`src/mailbox_pkg.sv`:
```
/*
  Shared constants and carriers of the host mailbox port.
  Assumes a single core clock; host pins are asynchronous to it.
*/
package mailbox_pkg;
  // --------------------------------------------------------------
  // Register map and fields
  // --------------------------------------------------------------
  localparam int NUM_DATA = 6;
  localparam logic [2:0] ADDR_STAT_LO = 3'h6;
  localparam logic [2:0] ADDR_STAT_HI = 3'h7;
  localparam int SRST_BIT = 7;
  localparam logic [7:0] UPPER_ZERO = 8'h00;
  localparam logic [15:0] WORD_ZERO = 16'h0000;
  // --------------------------------------------------------------
  // Timing and interrupt table
  // --------------------------------------------------------------
  localparam int SRST_CYCLES = 5;
  localparam int NUM_SRC = 11;
  localparam logic [15:0] VEC_RESET = 16'h0000;
  localparam logic [15:0] VEC_TAB [0:10] = '{16'h002C, 16'h0004, 16'h0008,
    16'h000C, 16'h0010, 16'h0014, 16'h0018, 16'h001C, 16'h0020, 16'h0024,
    16'h0028};
  localparam int SRC_HIP_WR = 2;
  localparam int SRC_HIP_RD = 3;

  // Host pins after synchronisation
  typedef struct packed {
    logic sel_n;
    logic rd_or_dir;
    logic wr_or_strobe;
    logic addr2_or_latch;
    logic [1:0] addr_low;
    logic [7:0] bus;
  } host_pins_t;

  typedef struct packed {
    logic strobe_style;
    logic bus_mux;
    logic boot_source;
    logic memory_map;
  } straps_t;
endpackage

```
`src/host_mailbox_port.sv`:
```
/*
  Host mailbox port: host pin decoder, mailbox registers, soft reset,
  boot byte FIFO and the interrupt priority logic.
  Assumes straps are steady after reset; core is on mclk.
*/
module boot_fifo #(
  parameter int WIDTH = 8,
  parameter int DEPTH = 16
) (
  input wire logic mclk,
  input wire logic sys_rst,
  input wire logic in_valid,
  output logic in_ready,
  input wire logic [WIDTH-1:0] in_data,
  output logic out_valid,
  input wire logic out_ready,
  output logic [WIDTH-1:0] out_data
);
  localparam int AW = $clog2(DEPTH);
  // Elaboration check: pointer wrap needs a power-of-two depth
  if (DEPTH < 2 || (1 << AW) != DEPTH) $error("DEPTH must be power of 2");
  logic [WIDTH-1:0] mem [0:DEPTH-1];
  logic [AW:0] wp_r;
  logic [AW:0] rp_r;
  assign in_ready = (wp_r - rp_r) != (AW+1)'(DEPTH);
  assign out_valid = wp_r != rp_r;
  assign out_data = mem[rp_r[AW-1:0]];
  // Pointers carry a wrap bit so full and empty stay distinct
  always_ff @(posedge mclk or posedge sys_rst)
    if (sys_rst)
    begin
      wp_r <= '0;
      rp_r <= '0;
    end
    else
    begin
      if (in_valid && in_ready) wp_r <= wp_r + 1'b1;
      if (out_valid && out_ready) rp_r <= rp_r + 1'b1;
    end
  always_ff @(posedge mclk)
    if (in_valid && in_ready) mem[wp_r[AW-1:0]] <= in_data;
endmodule // boot_fifo

module irq_prio (
  input wire logic mclk,
  input wire logic sys_rst,
  input wire logic [2:0] ext_irq_n,
  input wire logic [2:0] irq_control_reg,
  input wire logic [10:0] src_pulse,
  input wire logic [9:0] global_irq_mask,
  input wire logic [10:0] force_bits,
  input wire logic [10:0] clear_bits,
  input wire logic irq_force_clear_we,
  input wire logic ints_enable,
  input wire logic ints_disable,
  input wire logic irq_ack,
  input wire logic soft_rst,
  output logic irq_valid,
  output logic [15:0] irq_vector
);
  logic [2:0] x1_r, x2_r, x3_r, xs_r;
  logic [10:0] pend_r;
  logic int_en_r;
  logic [10:0] req;
  logic [10:0] edge_set;
  logic [3:0] sel_idx;
  logic found;
  // Pin sync; a level counts only once stages two and three agree
  always_ff @(posedge mclk or posedge sys_rst)
    if (sys_rst)
    begin
      x1_r <= 3'h7;
      x2_r <= 3'h7;
      x3_r <= 3'h7;
      xs_r <= 3'h7;
    end
    else
    begin
      x1_r <= ext_irq_n;
      x2_r <= x1_r;
      x3_r <= x2_r;
      xs_r <= (x2_r == x3_r) ? x3_r : xs_r;
    end
  // Pins: 0 dedicated (slot 1), 1 ext_irq_b (slot 8), 2 ext_irq_a (slot 9)
  always_comb
  begin
    edge_set = src_pulse;
    // Only edge pins latch, so a pin in level mode never leaves a stale edge pending
    edge_set[1] = src_pulse[1] | (irq_control_reg[0] & xs_r[0] & ~x3_r[0]
      & (x2_r[0] == x3_r[0]));
    edge_set[8] = src_pulse[8] | (irq_control_reg[1] & xs_r[1] & ~x3_r[1]
      & (x2_r[1] == x3_r[1]));
    edge_set[9] = src_pulse[9] | (irq_control_reg[2] & xs_r[2] & ~x3_r[2]
      & (x2_r[2] == x3_r[2]));
  end
  // Set and force win over acknowledge and clear
  always_ff @(posedge mclk or posedge sys_rst)
    if (sys_rst) pend_r <= '0;
    else
      pend_r <= (pend_r & ~(irq_force_clear_we ? clear_bits : 11'h000)
        & ~((irq_ack && found) ? (11'h001 << sel_idx) : 11'h000))
        | edge_set | (irq_force_clear_we ? force_bits : 11'h000);
  // Servicing enabled out of reset
  always_ff @(posedge mclk or posedge sys_rst)
    if (sys_rst) int_en_r <= 1'b1;
    else if (ints_disable) int_en_r <= 1'b0;
    else if (ints_enable) int_en_r <= 1'b1;
  // Level pins bypass the latch; powerdown bypasses the mask
  always_comb
  begin
    req = pend_r;
    req[1] = irq_control_reg[0] ? pend_r[1] : ~xs_r[0];
    req[8] = irq_control_reg[1] ? pend_r[8] : ~xs_r[1];
    req[9] = irq_control_reg[2] ? pend_r[9] : ~xs_r[2];
    req = req & {global_irq_mask, 1'b1};
    found = 1'b0;
    sel_idx = 4'h0;
    for (int i = 0; i < mailbox_pkg::NUM_SRC; i++)
      if (req[i] && !found)
      begin
        found = 1'b1;
        sel_idx = 4'(i);
      end
  end
  assign irq_valid = soft_rst | (int_en_r & found);
  assign irq_vector = soft_rst ? mailbox_pkg::VEC_RESET
    : mailbox_pkg::VEC_TAB[sel_idx];
endmodule // irq_prio

module host_mailbox_port (
  input wire logic mclk,
  input wire logic sys_rst,
  input wire logic host_sel_n,
  input wire logic host_read_or_dir,
  input wire logic host_write_or_strobe,
  input wire logic host_addr2_or_latch,
  input wire logic [1:0] host_addr_low,
  input wire logic [7:0] host_byte_bus_in,
  output logic [7:0] host_byte_bus_out,
  output logic host_byte_bus_oe,
  output logic host_ack_out,
  input wire logic strobe_style_strap,
  input wire logic bus_mux_strap,
  input wire logic boot_source_strap,
  input wire logic memory_map_pin,
  input wire logic [2:0] core_addr,
  input wire logic core_we,
  input wire logic core_re,
  input wire logic [15:0] core_wdata,
  output logic [15:0] core_rdata,
  input wire logic [11:0] per_register_irq_mask,
  output logic boot_valid,
  input wire logic boot_ready,
  output logic [7:0] boot_byte,
  output logic soft_rst,
  input wire logic [2:0] ext_irq_n,
  input wire logic [2:0] irq_control_reg,
  input wire logic [8:0] other_irq_pulse,
  input wire logic [9:0] global_irq_mask,
  input wire logic [10:0] force_bits,
  input wire logic [10:0] clear_bits,
  input wire logic irq_force_clear_we,
  input wire logic ints_enable,
  input wire logic ints_disable,
  input wire logic irq_ack,
  output logic irq_valid,
  output logic [15:0] irq_vector
);
  typedef enum logic [2:0] {ST_IDLE = 3'b001, ST_RD = 3'b010, ST_WR = 3'b100} hst_t;
  mailbox_pkg::host_pins_t p1_r, p2_r, p3_r, ps_r;
  mailbox_pkg::straps_t strap_r;
  logic strap_done_r;
  hst_t st_r;
  logic [15:0] data_r [0:5];
  logic [5:0] wflag_r, rflag_r, wr_pulse_r, rd_pulse_r;
  logic [2:0] addr_lat_r, acc_addr_r, haddr;
  logic wr_done_r, srst_bit_r, srst_go;
  logic [2:0] srst_cnt_r;
  logic rd_act, wr_act, sel, boot_mode, fifo_ready, push;
  logic [7:0] host_view;

  // --------------------------------------------------------------
  // Host pin synchronisers
  // --------------------------------------------------------------
  // Three stages; a change counts once stages two and three agree
  always_ff @(posedge mclk or posedge sys_rst)
    if (sys_rst)
    begin
      p1_r <= '1;
      p2_r <= '1;
      p3_r <= '1;
      ps_r <= '1;
    end
    else
    begin
      p1_r <= {host_sel_n, host_read_or_dir, host_write_or_strobe,
        host_addr2_or_latch, host_addr_low, host_byte_bus_in};
      p2_r <= p1_r;
      p3_r <= p2_r;
      ps_r <= (p2_r == p3_r) ? p3_r : ps_r;
    end
  // Straps caught once after reset release, never under reset
  always_ff @(posedge mclk or posedge sys_rst)
    if (sys_rst)
    begin
      strap_r <= '0;
      strap_done_r <= 1'b0;
    end
    else if (!strap_done_r)
    begin
      strap_r <= {strobe_style_strap, bus_mux_strap, boot_source_strap, memory_map_pin};
      strap_done_r <= 1'b1;
    end

  // Strobe decode by style; all host strobes are active low
  assign sel = ~ps_r.sel_n & strap_done_r;
  assign rd_act = strap_r.strobe_style ? (~ps_r.wr_or_strobe & ps_r.rd_or_dir)
    : ~ps_r.rd_or_dir;
  assign wr_act = strap_r.strobe_style ? (~ps_r.wr_or_strobe & ~ps_r.rd_or_dir)
    : ~ps_r.wr_or_strobe;
  assign haddr = strap_r.bus_mux ? addr_lat_r
    : {ps_r.addr2_or_latch, ps_r.addr_low};
  assign boot_mode = ~strap_r.memory_map & strap_r.boot_source;
  // Multiplexed bus: address follows the bus while the latch enable is high
  always_ff @(posedge mclk or posedge sys_rst)
    if (sys_rst) addr_lat_r <= 3'h0;
    else if (ps_r.addr2_or_latch) addr_lat_r <= ps_r.bus[2:0];

  // --------------------------------------------------------------
  // Host access sequencer
  // --------------------------------------------------------------
  // A full boot FIFO withholds the write ack, stalling the host
  assign push = (st_r == ST_WR) && !wr_done_r && boot_mode;
  always_ff @(posedge mclk or posedge sys_rst)
    if (sys_rst)
    begin
      st_r <= ST_IDLE;
      acc_addr_r <= 3'h0;
      wr_done_r <= 1'b0;
    end
    else
      unique case (st_r)
        ST_IDLE:
        begin
          acc_addr_r <= haddr;
          wr_done_r <= 1'b0;
          if (sel && rd_act) st_r <= ST_RD;
          else if (sel && wr_act) st_r <= ST_WR;
        end
        ST_RD:
          if (!(sel && rd_act)) st_r <= ST_IDLE;
        ST_WR:
        begin
          if (!boot_mode || fifo_ready) wr_done_r <= 1'b1;
          if (wr_done_r && !(sel && wr_act)) st_r <= ST_IDLE;
        end
      endcase
  assign host_ack_out = (st_r == ST_RD) || (st_r == ST_WR && wr_done_r);
  assign host_byte_bus_oe = (st_r == ST_RD);
  // Read byte is frozen at access start, valid on the edge that raises ack
  always_comb
    if (haddr == mailbox_pkg::ADDR_STAT_LO) host_view = {2'b00, wflag_r};
    else if (haddr == mailbox_pkg::ADDR_STAT_HI) host_view = {srst_bit_r, 1'b0, rflag_r};
    else host_view = data_r[haddr][7:0];
  always_ff @(posedge mclk or posedge sys_rst)
    if (sys_rst) host_byte_bus_out <= 8'h00;
    else if (st_r == ST_IDLE && sel && rd_act) host_byte_bus_out <= host_view;

  // One-cycle event pulses per data register
  always_ff @(posedge mclk or posedge sys_rst)
    if (sys_rst)
    begin
      wr_pulse_r <= '0;
      rd_pulse_r <= '0;
    end
    else
    begin
      wr_pulse_r <= '0;
      rd_pulse_r <= '0;
      if (st_r == ST_WR && !wr_done_r && !boot_mode && acc_addr_r < 3'(mailbox_pkg::NUM_DATA))
        wr_pulse_r[acc_addr_r] <= 1'b1;
      if (st_r == ST_RD && !(sel && rd_act) && acc_addr_r < 3'(mailbox_pkg::NUM_DATA))
        rd_pulse_r[acc_addr_r] <= 1'b1;
    end

  // --------------------------------------------------------------
  // Mailbox registers and status
  // --------------------------------------------------------------
  // Data words: host loads byte with upper zeros, core loads whole word
  always_ff @(posedge mclk or posedge sys_rst)
    if (sys_rst)
      for (int i = 0; i < mailbox_pkg::NUM_DATA; i++) data_r[i] <= mailbox_pkg::WORD_ZERO;
    else if (st_r == ST_WR && !wr_done_r && !boot_mode && acc_addr_r < 3'(mailbox_pkg::NUM_DATA))
      data_r[acc_addr_r] <= {mailbox_pkg::UPPER_ZERO, ps_r.bus};
    else if (core_we && core_addr < 3'(mailbox_pkg::NUM_DATA))
      data_r[core_addr] <= core_wdata;
  // Host events set flags; core access clears, set wins
  always_ff @(posedge mclk or posedge sys_rst)
    if (sys_rst)
    begin
      wflag_r <= '0;
      rflag_r <= '0;
    end
    else
    begin
      wflag_r <= (wflag_r & ~((core_re && core_addr < 3'(mailbox_pkg::NUM_DATA))
        ? (6'h01 << core_addr) : 6'h00)) | wr_pulse_r;
      rflag_r <= (rflag_r & ~((core_we && core_addr < 3'(mailbox_pkg::NUM_DATA))
        ? (6'h01 << core_addr) : 6'h00)) | rd_pulse_r;
    end
  // Core read data is registered, one cycle after the request
  always_ff @(posedge mclk or posedge sys_rst)
    if (sys_rst) core_rdata <= mailbox_pkg::WORD_ZERO;
    else if (core_re)
      core_rdata <= (core_addr == mailbox_pkg::ADDR_STAT_LO) ? {10'h000, wflag_r}
        : (core_addr == mailbox_pkg::ADDR_STAT_HI) ? {8'h00, srst_bit_r, 1'b0, rflag_r}
        : data_r[core_addr];

  // --------------------------------------------------------------
  // Soft reset
  // --------------------------------------------------------------
  assign srst_go = (st_r == ST_WR && !wr_done_r && acc_addr_r == mailbox_pkg::ADDR_STAT_HI
    && ps_r.bus[mailbox_pkg::SRST_BIT])
    || (core_we && core_addr == mailbox_pkg::ADDR_STAT_HI
    && core_wdata[mailbox_pkg::SRST_BIT]);
  // Counter runs the pulse; status bit clears when the pulse ends
  always_ff @(posedge mclk or posedge sys_rst)
    if (sys_rst)
    begin
      srst_cnt_r <= 3'h0;
      srst_bit_r <= 1'b0;
    end
    else if (srst_go && srst_cnt_r == 3'h0)
    begin
      srst_cnt_r <= 3'(mailbox_pkg::SRST_CYCLES);
      srst_bit_r <= 1'b1;
    end
    else if (srst_cnt_r != 3'h0)
    begin
      srst_cnt_r <= srst_cnt_r - 3'h1;
      srst_bit_r <= srst_cnt_r != 3'h1;
    end
  assign soft_rst = srst_cnt_r != 3'h0;

  // --------------------------------------------------------------
  // Boot FIFO and interrupts
  // --------------------------------------------------------------
  boot_fifo #(.WIDTH(8), .DEPTH(16)) u_fifo (
    .mclk(mclk),
    .sys_rst(sys_rst),
    .in_valid(push),
    .in_ready(fifo_ready),
    .in_data(ps_r.bus),
    .out_valid(boot_valid),
    .out_ready(boot_ready),
    .out_data(boot_byte)
  );
  irq_prio u_irq (
    .mclk(mclk),
    .sys_rst(sys_rst),
    .ext_irq_n(ext_irq_n),
    .irq_control_reg(irq_control_reg),
    .src_pulse({other_irq_pulse[8:2], |(rd_pulse_r & per_register_irq_mask[11:6]),
      |(wr_pulse_r & per_register_irq_mask[5:0]), other_irq_pulse[1:0]}),
    .global_irq_mask(global_irq_mask),
    .force_bits(force_bits),
    .clear_bits(clear_bits),
    .irq_force_clear_we(irq_force_clear_we),
    .ints_enable(ints_enable),
    .ints_disable(ints_disable),
    .irq_ack(irq_ack),
    .soft_rst(soft_rst),
    .irq_valid(irq_valid),
    .irq_vector(irq_vector)
  );
endmodule // host_mailbox_port

```
`config.mk`:
```
export PLATFORM = sky130hd
export DESIGN_NAME = host_mailbox_port
export DESIGN_NICKNAME = d
export VERILOG_FILES = /design/src/mailbox_pkg.sv /design/src/host_mailbox_port.sv
export SDC_FILE = /design/constraint.sdc
export NUM_CORES = 1
export LEC_CHECK = 0
export BUFFER_PORTS_ARGS = -buffer_cell sky130_fd_sc_hd__buf_4
export CAP_MARGIN = 20
export CORE_MARGIN = 2
export CORE_UTILIZATION = 56
export CTS_BUF_LIST = sky130_fd_sc_hd__clkbuf_8
export CTS_CLUSTER_SIZE = 25
export DETAILED_ROUTE_END_ITERATION = 8
export PLACE_DENSITY_LB_ADDON = 0.25
export REMOVE_ABC_BUFFERS = 1
export SYNTH_ARGS = -nofsm -noshare
export SYNTH_HDL_FRONTEND = slang
export SYNTH_SLANG_ARGS = --single-unit
```
`constraint.sdc`:
```
create_clock -name mclk -period 21.8 [get_ports mclk]
set_clock_uncertainty 0.05 [all_clocks]
set_input_delay 1.09 -clock mclk [delete_from_list [all_inputs] [get_ports mclk]]
set_output_delay 1.09 -clock mclk [all_outputs]
set_load 0.01 [all_outputs]
```
==> results <==
- The flow ran to the end, and the final reports show no timing, DRC or antenna violations.
- The worst supply voltage drop on vdd is 77.8 µV.
- The flip-flop and latch count after synthesis is 381.
- The power density over the cells is 99.2 mW/mm².
- Along the worst path, the maximum fanout reaches 36.
- The total number of nets in the final design is 1603.
- Clock latency on the worst-skew pair, taken at its later pin, is 590 ps.
- The H-tree depth is 2.
- The HPWL after detailed placement is 26.4 mm.
- Traced cell by cell, the critical path runs through buf_4 -> mux4_2 -> mux4_2 -> buf_4.
- Summing all non-filler instances in the final layout gives an area of 0.0195 mm².
- Entering global routing, the biggest net connects 120 pins.
- The count of different cell masters after synthesis is 69.
- The element type at the critical path end is an output pin.
- The final-layout fill cell count is 2163.
- For this design, the slowest cell found on the critical path is sky130_fd_sc_hd__mux4_2.
- Dividing the final minimum period by the clock period gives 0.181.
- The global-route wire length before repair is 64.8 mm.
- The fmax is 0.254 GHz.
- The post-CTS setup-driven buffer insertion count is 0.
- The die covers 0.0314 mm².
- The final route contains 11574 vias.
- The number of sinks on the clock net is 381.
- The die height is 177 µm.
- The max-slew violation count came to 0.
- The proportion of power drawn by flip-flops and latches is 0.473.
- The final design utilization is 0.658.
- For this configuration, the core starts out at a cell density of 0.568.
- The final total negative setup slack is 0 ps.
- After detailed routing, the number of remaining DRC violations is 0.
- Counting flops with an async set or reset pin after synthesis yields a share of 0.664.
- Of the total power, the clock network draws 0.318.
- The number of search-and-repair iterations in the first detailed-routing pass is 6.
- The type of the most critical hold path is reg2reg.
- Setup violations remaining at the end of the flow were counted as 0.
- At the worst endpoint, the arrival time is 2800 ps.
- The library cell used most frequently in the layout, excluding fill and tap cells, is sky130_fd_sc_hd__nand2_1.
- Overall power consumption after layout is estimated at 1.93 mW.
- The horizontal extent of the die is 177 µm.
- TritonCTS built the clock tree.
- In this run, the number of DRC markers left after iteration 0 of detailed routing was 1325.
- Of the total power, the share spent switching nets is 0.287.
- The average instance in the mapped netlist occupies 12.6 µm².
- The total CTS buffers is 59.
- The delay contributed by the slowest stage of the critical path is 660 ps.
- The detail route stage leaves a number of antenna-violating nets equal to 0.
- Summed over all nets, the switching power comes to 555 µW.
- The cell leakage power is 8.01 nW.
- The final estimated routing congestion in global placement is 0.852.
- The number of gates given a new drive strength after cts is 0.
- The actual transition at the worst max-transition pin is 1020 ps.
- The number of hold violations in the final report is 0.
- The proportion of layout cells with a drive suffix above 1 is 0.291.
- The count of buffers added on input and output ports is 145.
- The number of antenna violations at the first check in global routing was 1.
- After clock tree synthesis, the clock-pin slew on the worst setup and hold paths is 60 ps.
- In this run the clock root is driven by a sky130_fd_sc_hd__clkbuf_8.
- The core outline area is 0.0296 mm².
- The final global-route overflow total is 0.
- Yosys printed 0 warnings.
- Cell internal power was estimated by the tool at 1.38 mW.
- The count of maximum capacitance violations is 0.
- The share of total power in combinational logic is 0.208.
- The count of boundary I/O pins is 158.
- For this run, the total global-route usage over all layers was measured as 0.270.
- Setup repair after global routing left no endpoint under its margin.
- The worst pin sits at a relative slew slack of 0.321.
- In the layout the commonest cells are 191 x sky130_fd_sc_hd__nand2_1, 181 x sky130_fd_sc_hd__dfrtp_1, 162 x sky130_fd_sc_hd__buf_4, 128 x sky130_fd_sc_hd__edfxtp_1, 105 x sky130_fd_sc_hd__nor2_1.
- In this run the cell area of the synthesized design comes to 0.0168 mm².
- The sequential element share of the synthesized area is 0.611.
- The total detailed-routing wirelength is 41.2 mm.
- The area growth from synthesis to layout is 15.9%.
- The number of hold-repair buffers added at the cts stage is 0.
- The kind of start point of the critical path is a register.
- The count of flip-flops with a built-in enable after synthesis is 128.
- The worst setup path is of the reg2out kind.
- The deepest clock path buffer count is 3.
- Synthesis produced a netlist whose cell count is 1336.
- Dividing the detail-routed wire length by the instance count gives 21.5 µm.
- For this run, the leading register cell type out of synthesis is sky130_fd_sc_hd__dfrtp_1.
- The placed instances occupy a cell area of 0.0182 mm².
- The number of global-route vias before repair is 11666.
- In this run the core area contains 63 standard-cell rows.
- After detailed routing, the number of vias per cell comes to 6.02.
- The clock period minus worst slack is 3940 ps.
- Data on the critical path is required at its endpoint by 20660 ps.
-- flip-flops by register name (all words and copies together) (netlist names), 4 cells and up --
name               count
strap_r                4
p1_r                  14
u_irq.pend_r          11
core_rdata            16
ps_r                  14
wflag_r                6
p2_r                  14
u_fifo.rp_r            5
u_fifo.mem           128
rd_pulse_r             6
wr_pulse_r             6
data_r                96
p3_r                  14
rflag_r                6
host_byte_bus_out      8
u_fifo.wp_r            5
-- cells by family (layout without fill, tap and decap cells) --
| family | after synthesis | after routing | synth area share |
|---|---|---|---|
| other | 2 | 14 | 0.000447 |
| xor gates and xnor gates | 27 | 27 | 0.0141 |
| muxes | 127 | 127 | 0.125 |
| and+or+nand+nor | 449 | 449 | 0.122 |
| adders and majority gates | 12 | 12 | 0.00894 |
| buffers and inverters | 117 | 301 | 0.0305 |
| DFF | 381 | 381 | 0.611 |
| AOI/OAI and AO/OA | 221 | 221 | 0.0879 |
-- layer usage --
layer	global-route usage	vias to the layer above	routed length, µm
li1	-	5160	-
met1	0.386	5738	17000
met2	0.407	576	18800
met3	0.0687	100	4170
met4	0.0957	0	1270
met5	0	-	0
-- path summary, 6_finish.rpt --
check / from / to / slack (ps) / cells past startpoint
setup / recovery: u_fifo.rp_r[0]$_DFFE_PP0P_ / boot_byte[2] / 17860 / 4
min in group asynchronous: sys_rst / u_irq.pend_r[10]$_DFF_PP0_ / 610 / 2
hold reg to reg: p1_r[3]$_DFF_PP1_ / p2_r[3]$_DFF_PP1_ / 300 / 0
hold / removal: p1_r[3]$_DFF_PP1_ / p2_r[3]$_DFF_PP1_ / 300 / 0
max in group asynchronous: sys_rst / core_rdata[10]$_DFFE_PP0P_ / 19660 / 3
setup reg to reg: u_fifo.rp_r[1]$_DFFE_PP0P_ / u_fifo.mem[8][1]$_DFFE_PP_ / 18120 / 8
-- layout make-up --
class | count | area [µm²] | share of cell area
diodes | 1 | 2.50 | 0.000129
clock buffers | 79 | 1090 | 0.0559
clock inverters | 27 | 170 | 0.00874
inverters | 32 | 129 | 0.00662
multi-input cells | 849 | 6090 | 0.313
flip-flops and latches | 381 | 10300 | 0.527
well taps | 390 | 488 | 0.0251
repair buffers | 163 | 1230 | 0.0631
-- power by group through the flow --
stage	Combinational (mW)	Sequential [mW]	Clock, mW
5_1_grt	0.445	0.925	0.659
6_report	0.402	0.914	0.615
2_1_floorplan	0.255	0.916	0
3_3_place_gp	0.393	0.919	0
3_5_place_dp	0.403	0.924	0
4_1_cts	0.405	0.912	0.625
-- synthesized netlist by cell type (4+ instances only) --
library cell | n | area [µm²]
sky130_fd_sc_hd__buf_2 | 22 | 110
sky130_fd_sc_hd__a221oi_1 | 31 | 272
sky130_fd_sc_hd__a21o_1 | 15 | 113
sky130_fd_sc_hd__dfrtp_1 | 183 | 4580
sky130_fd_sc_hd__a21oi_1 | 44 | 220
sky130_fd_sc_hd__buf_4 | 12 | 90.1
sky130_fd_sc_hd__xnor2_1 | 17 | 149
sky130_fd_sc_hd__inv_1 | 27 | 101
sky130_fd_sc_hd__dfstp_2 | 70 | 1840
sky130_fd_sc_hd__nor3b_1 | 6 | 45.0
sky130_fd_sc_hd__nand3_1 | 52 | 260
sky130_fd_sc_hd__o211ai_1 | 5 | 37.5
sky130_fd_sc_hd__or2_2 | 5 | 31.3
sky130_fd_sc_hd__a31oi_1 | 10 | 62.6
sky130_fd_sc_hd__mux4_2 | 62 | 1400
sky130_fd_sc_hd__nor3_1 | 13 | 65.1
sky130_fd_sc_hd__a211oi_1 | 5 | 37.5
sky130_fd_sc_hd__mux2_2 | 38 | 428
sky130_fd_sc_hd__buf_1 | 4 | 15.0
sky130_fd_sc_hd__and2_1 | 16 | 100
sky130_fd_sc_hd__nor2b_1 | 14 | 87.6
sky130_fd_sc_hd__o21ai_0 | 53 | 265
sky130_fd_sc_hd__clkbuf_1 | 47 | 176
sky130_fd_sc_hd__or3_1 | 4 | 25.0
sky130_fd_sc_hd__nand2b_1 | 9 | 56.3
sky130_fd_sc_hd__nor2_1 | 105 | 394
sky130_fd_sc_hd__edfxtp_1 | 128 | 3840
sky130_fd_sc_hd__nor4b_1 | 7 | 61.3
sky130_fd_sc_hd__ha_1 | 12 | 150
sky130_fd_sc_hd__nand2_1 | 191 | 717
sky130_fd_sc_hd__nand4_1 | 9 | 56.3
sky130_fd_sc_hd__xor2_1 | 10 | 87.6
sky130_fd_sc_hd__mux2i_1 | 27 | 270
sky130_fd_sc_hd__a22oi_1 | 31 | 233
-- worst max-delay path: cells and delay by family (launching register included) --
family,cells,cell delay [ps]
buffers and inverters,2,690
muxes,2,1170
DFF,1,340
-- through the flow --
stage	instances	setup WS (ps)	hold slack (ps)
2_1_floorplan	1262	13820	295
3_3_place_gp	1814	18010	296
3_5_place_dp	1814	17950	297
4_1_cts	1920	17770	305
5_1_grt	1922	17700	305
6_report	1922	17860	303
Power figures use the tool's default switching activity.
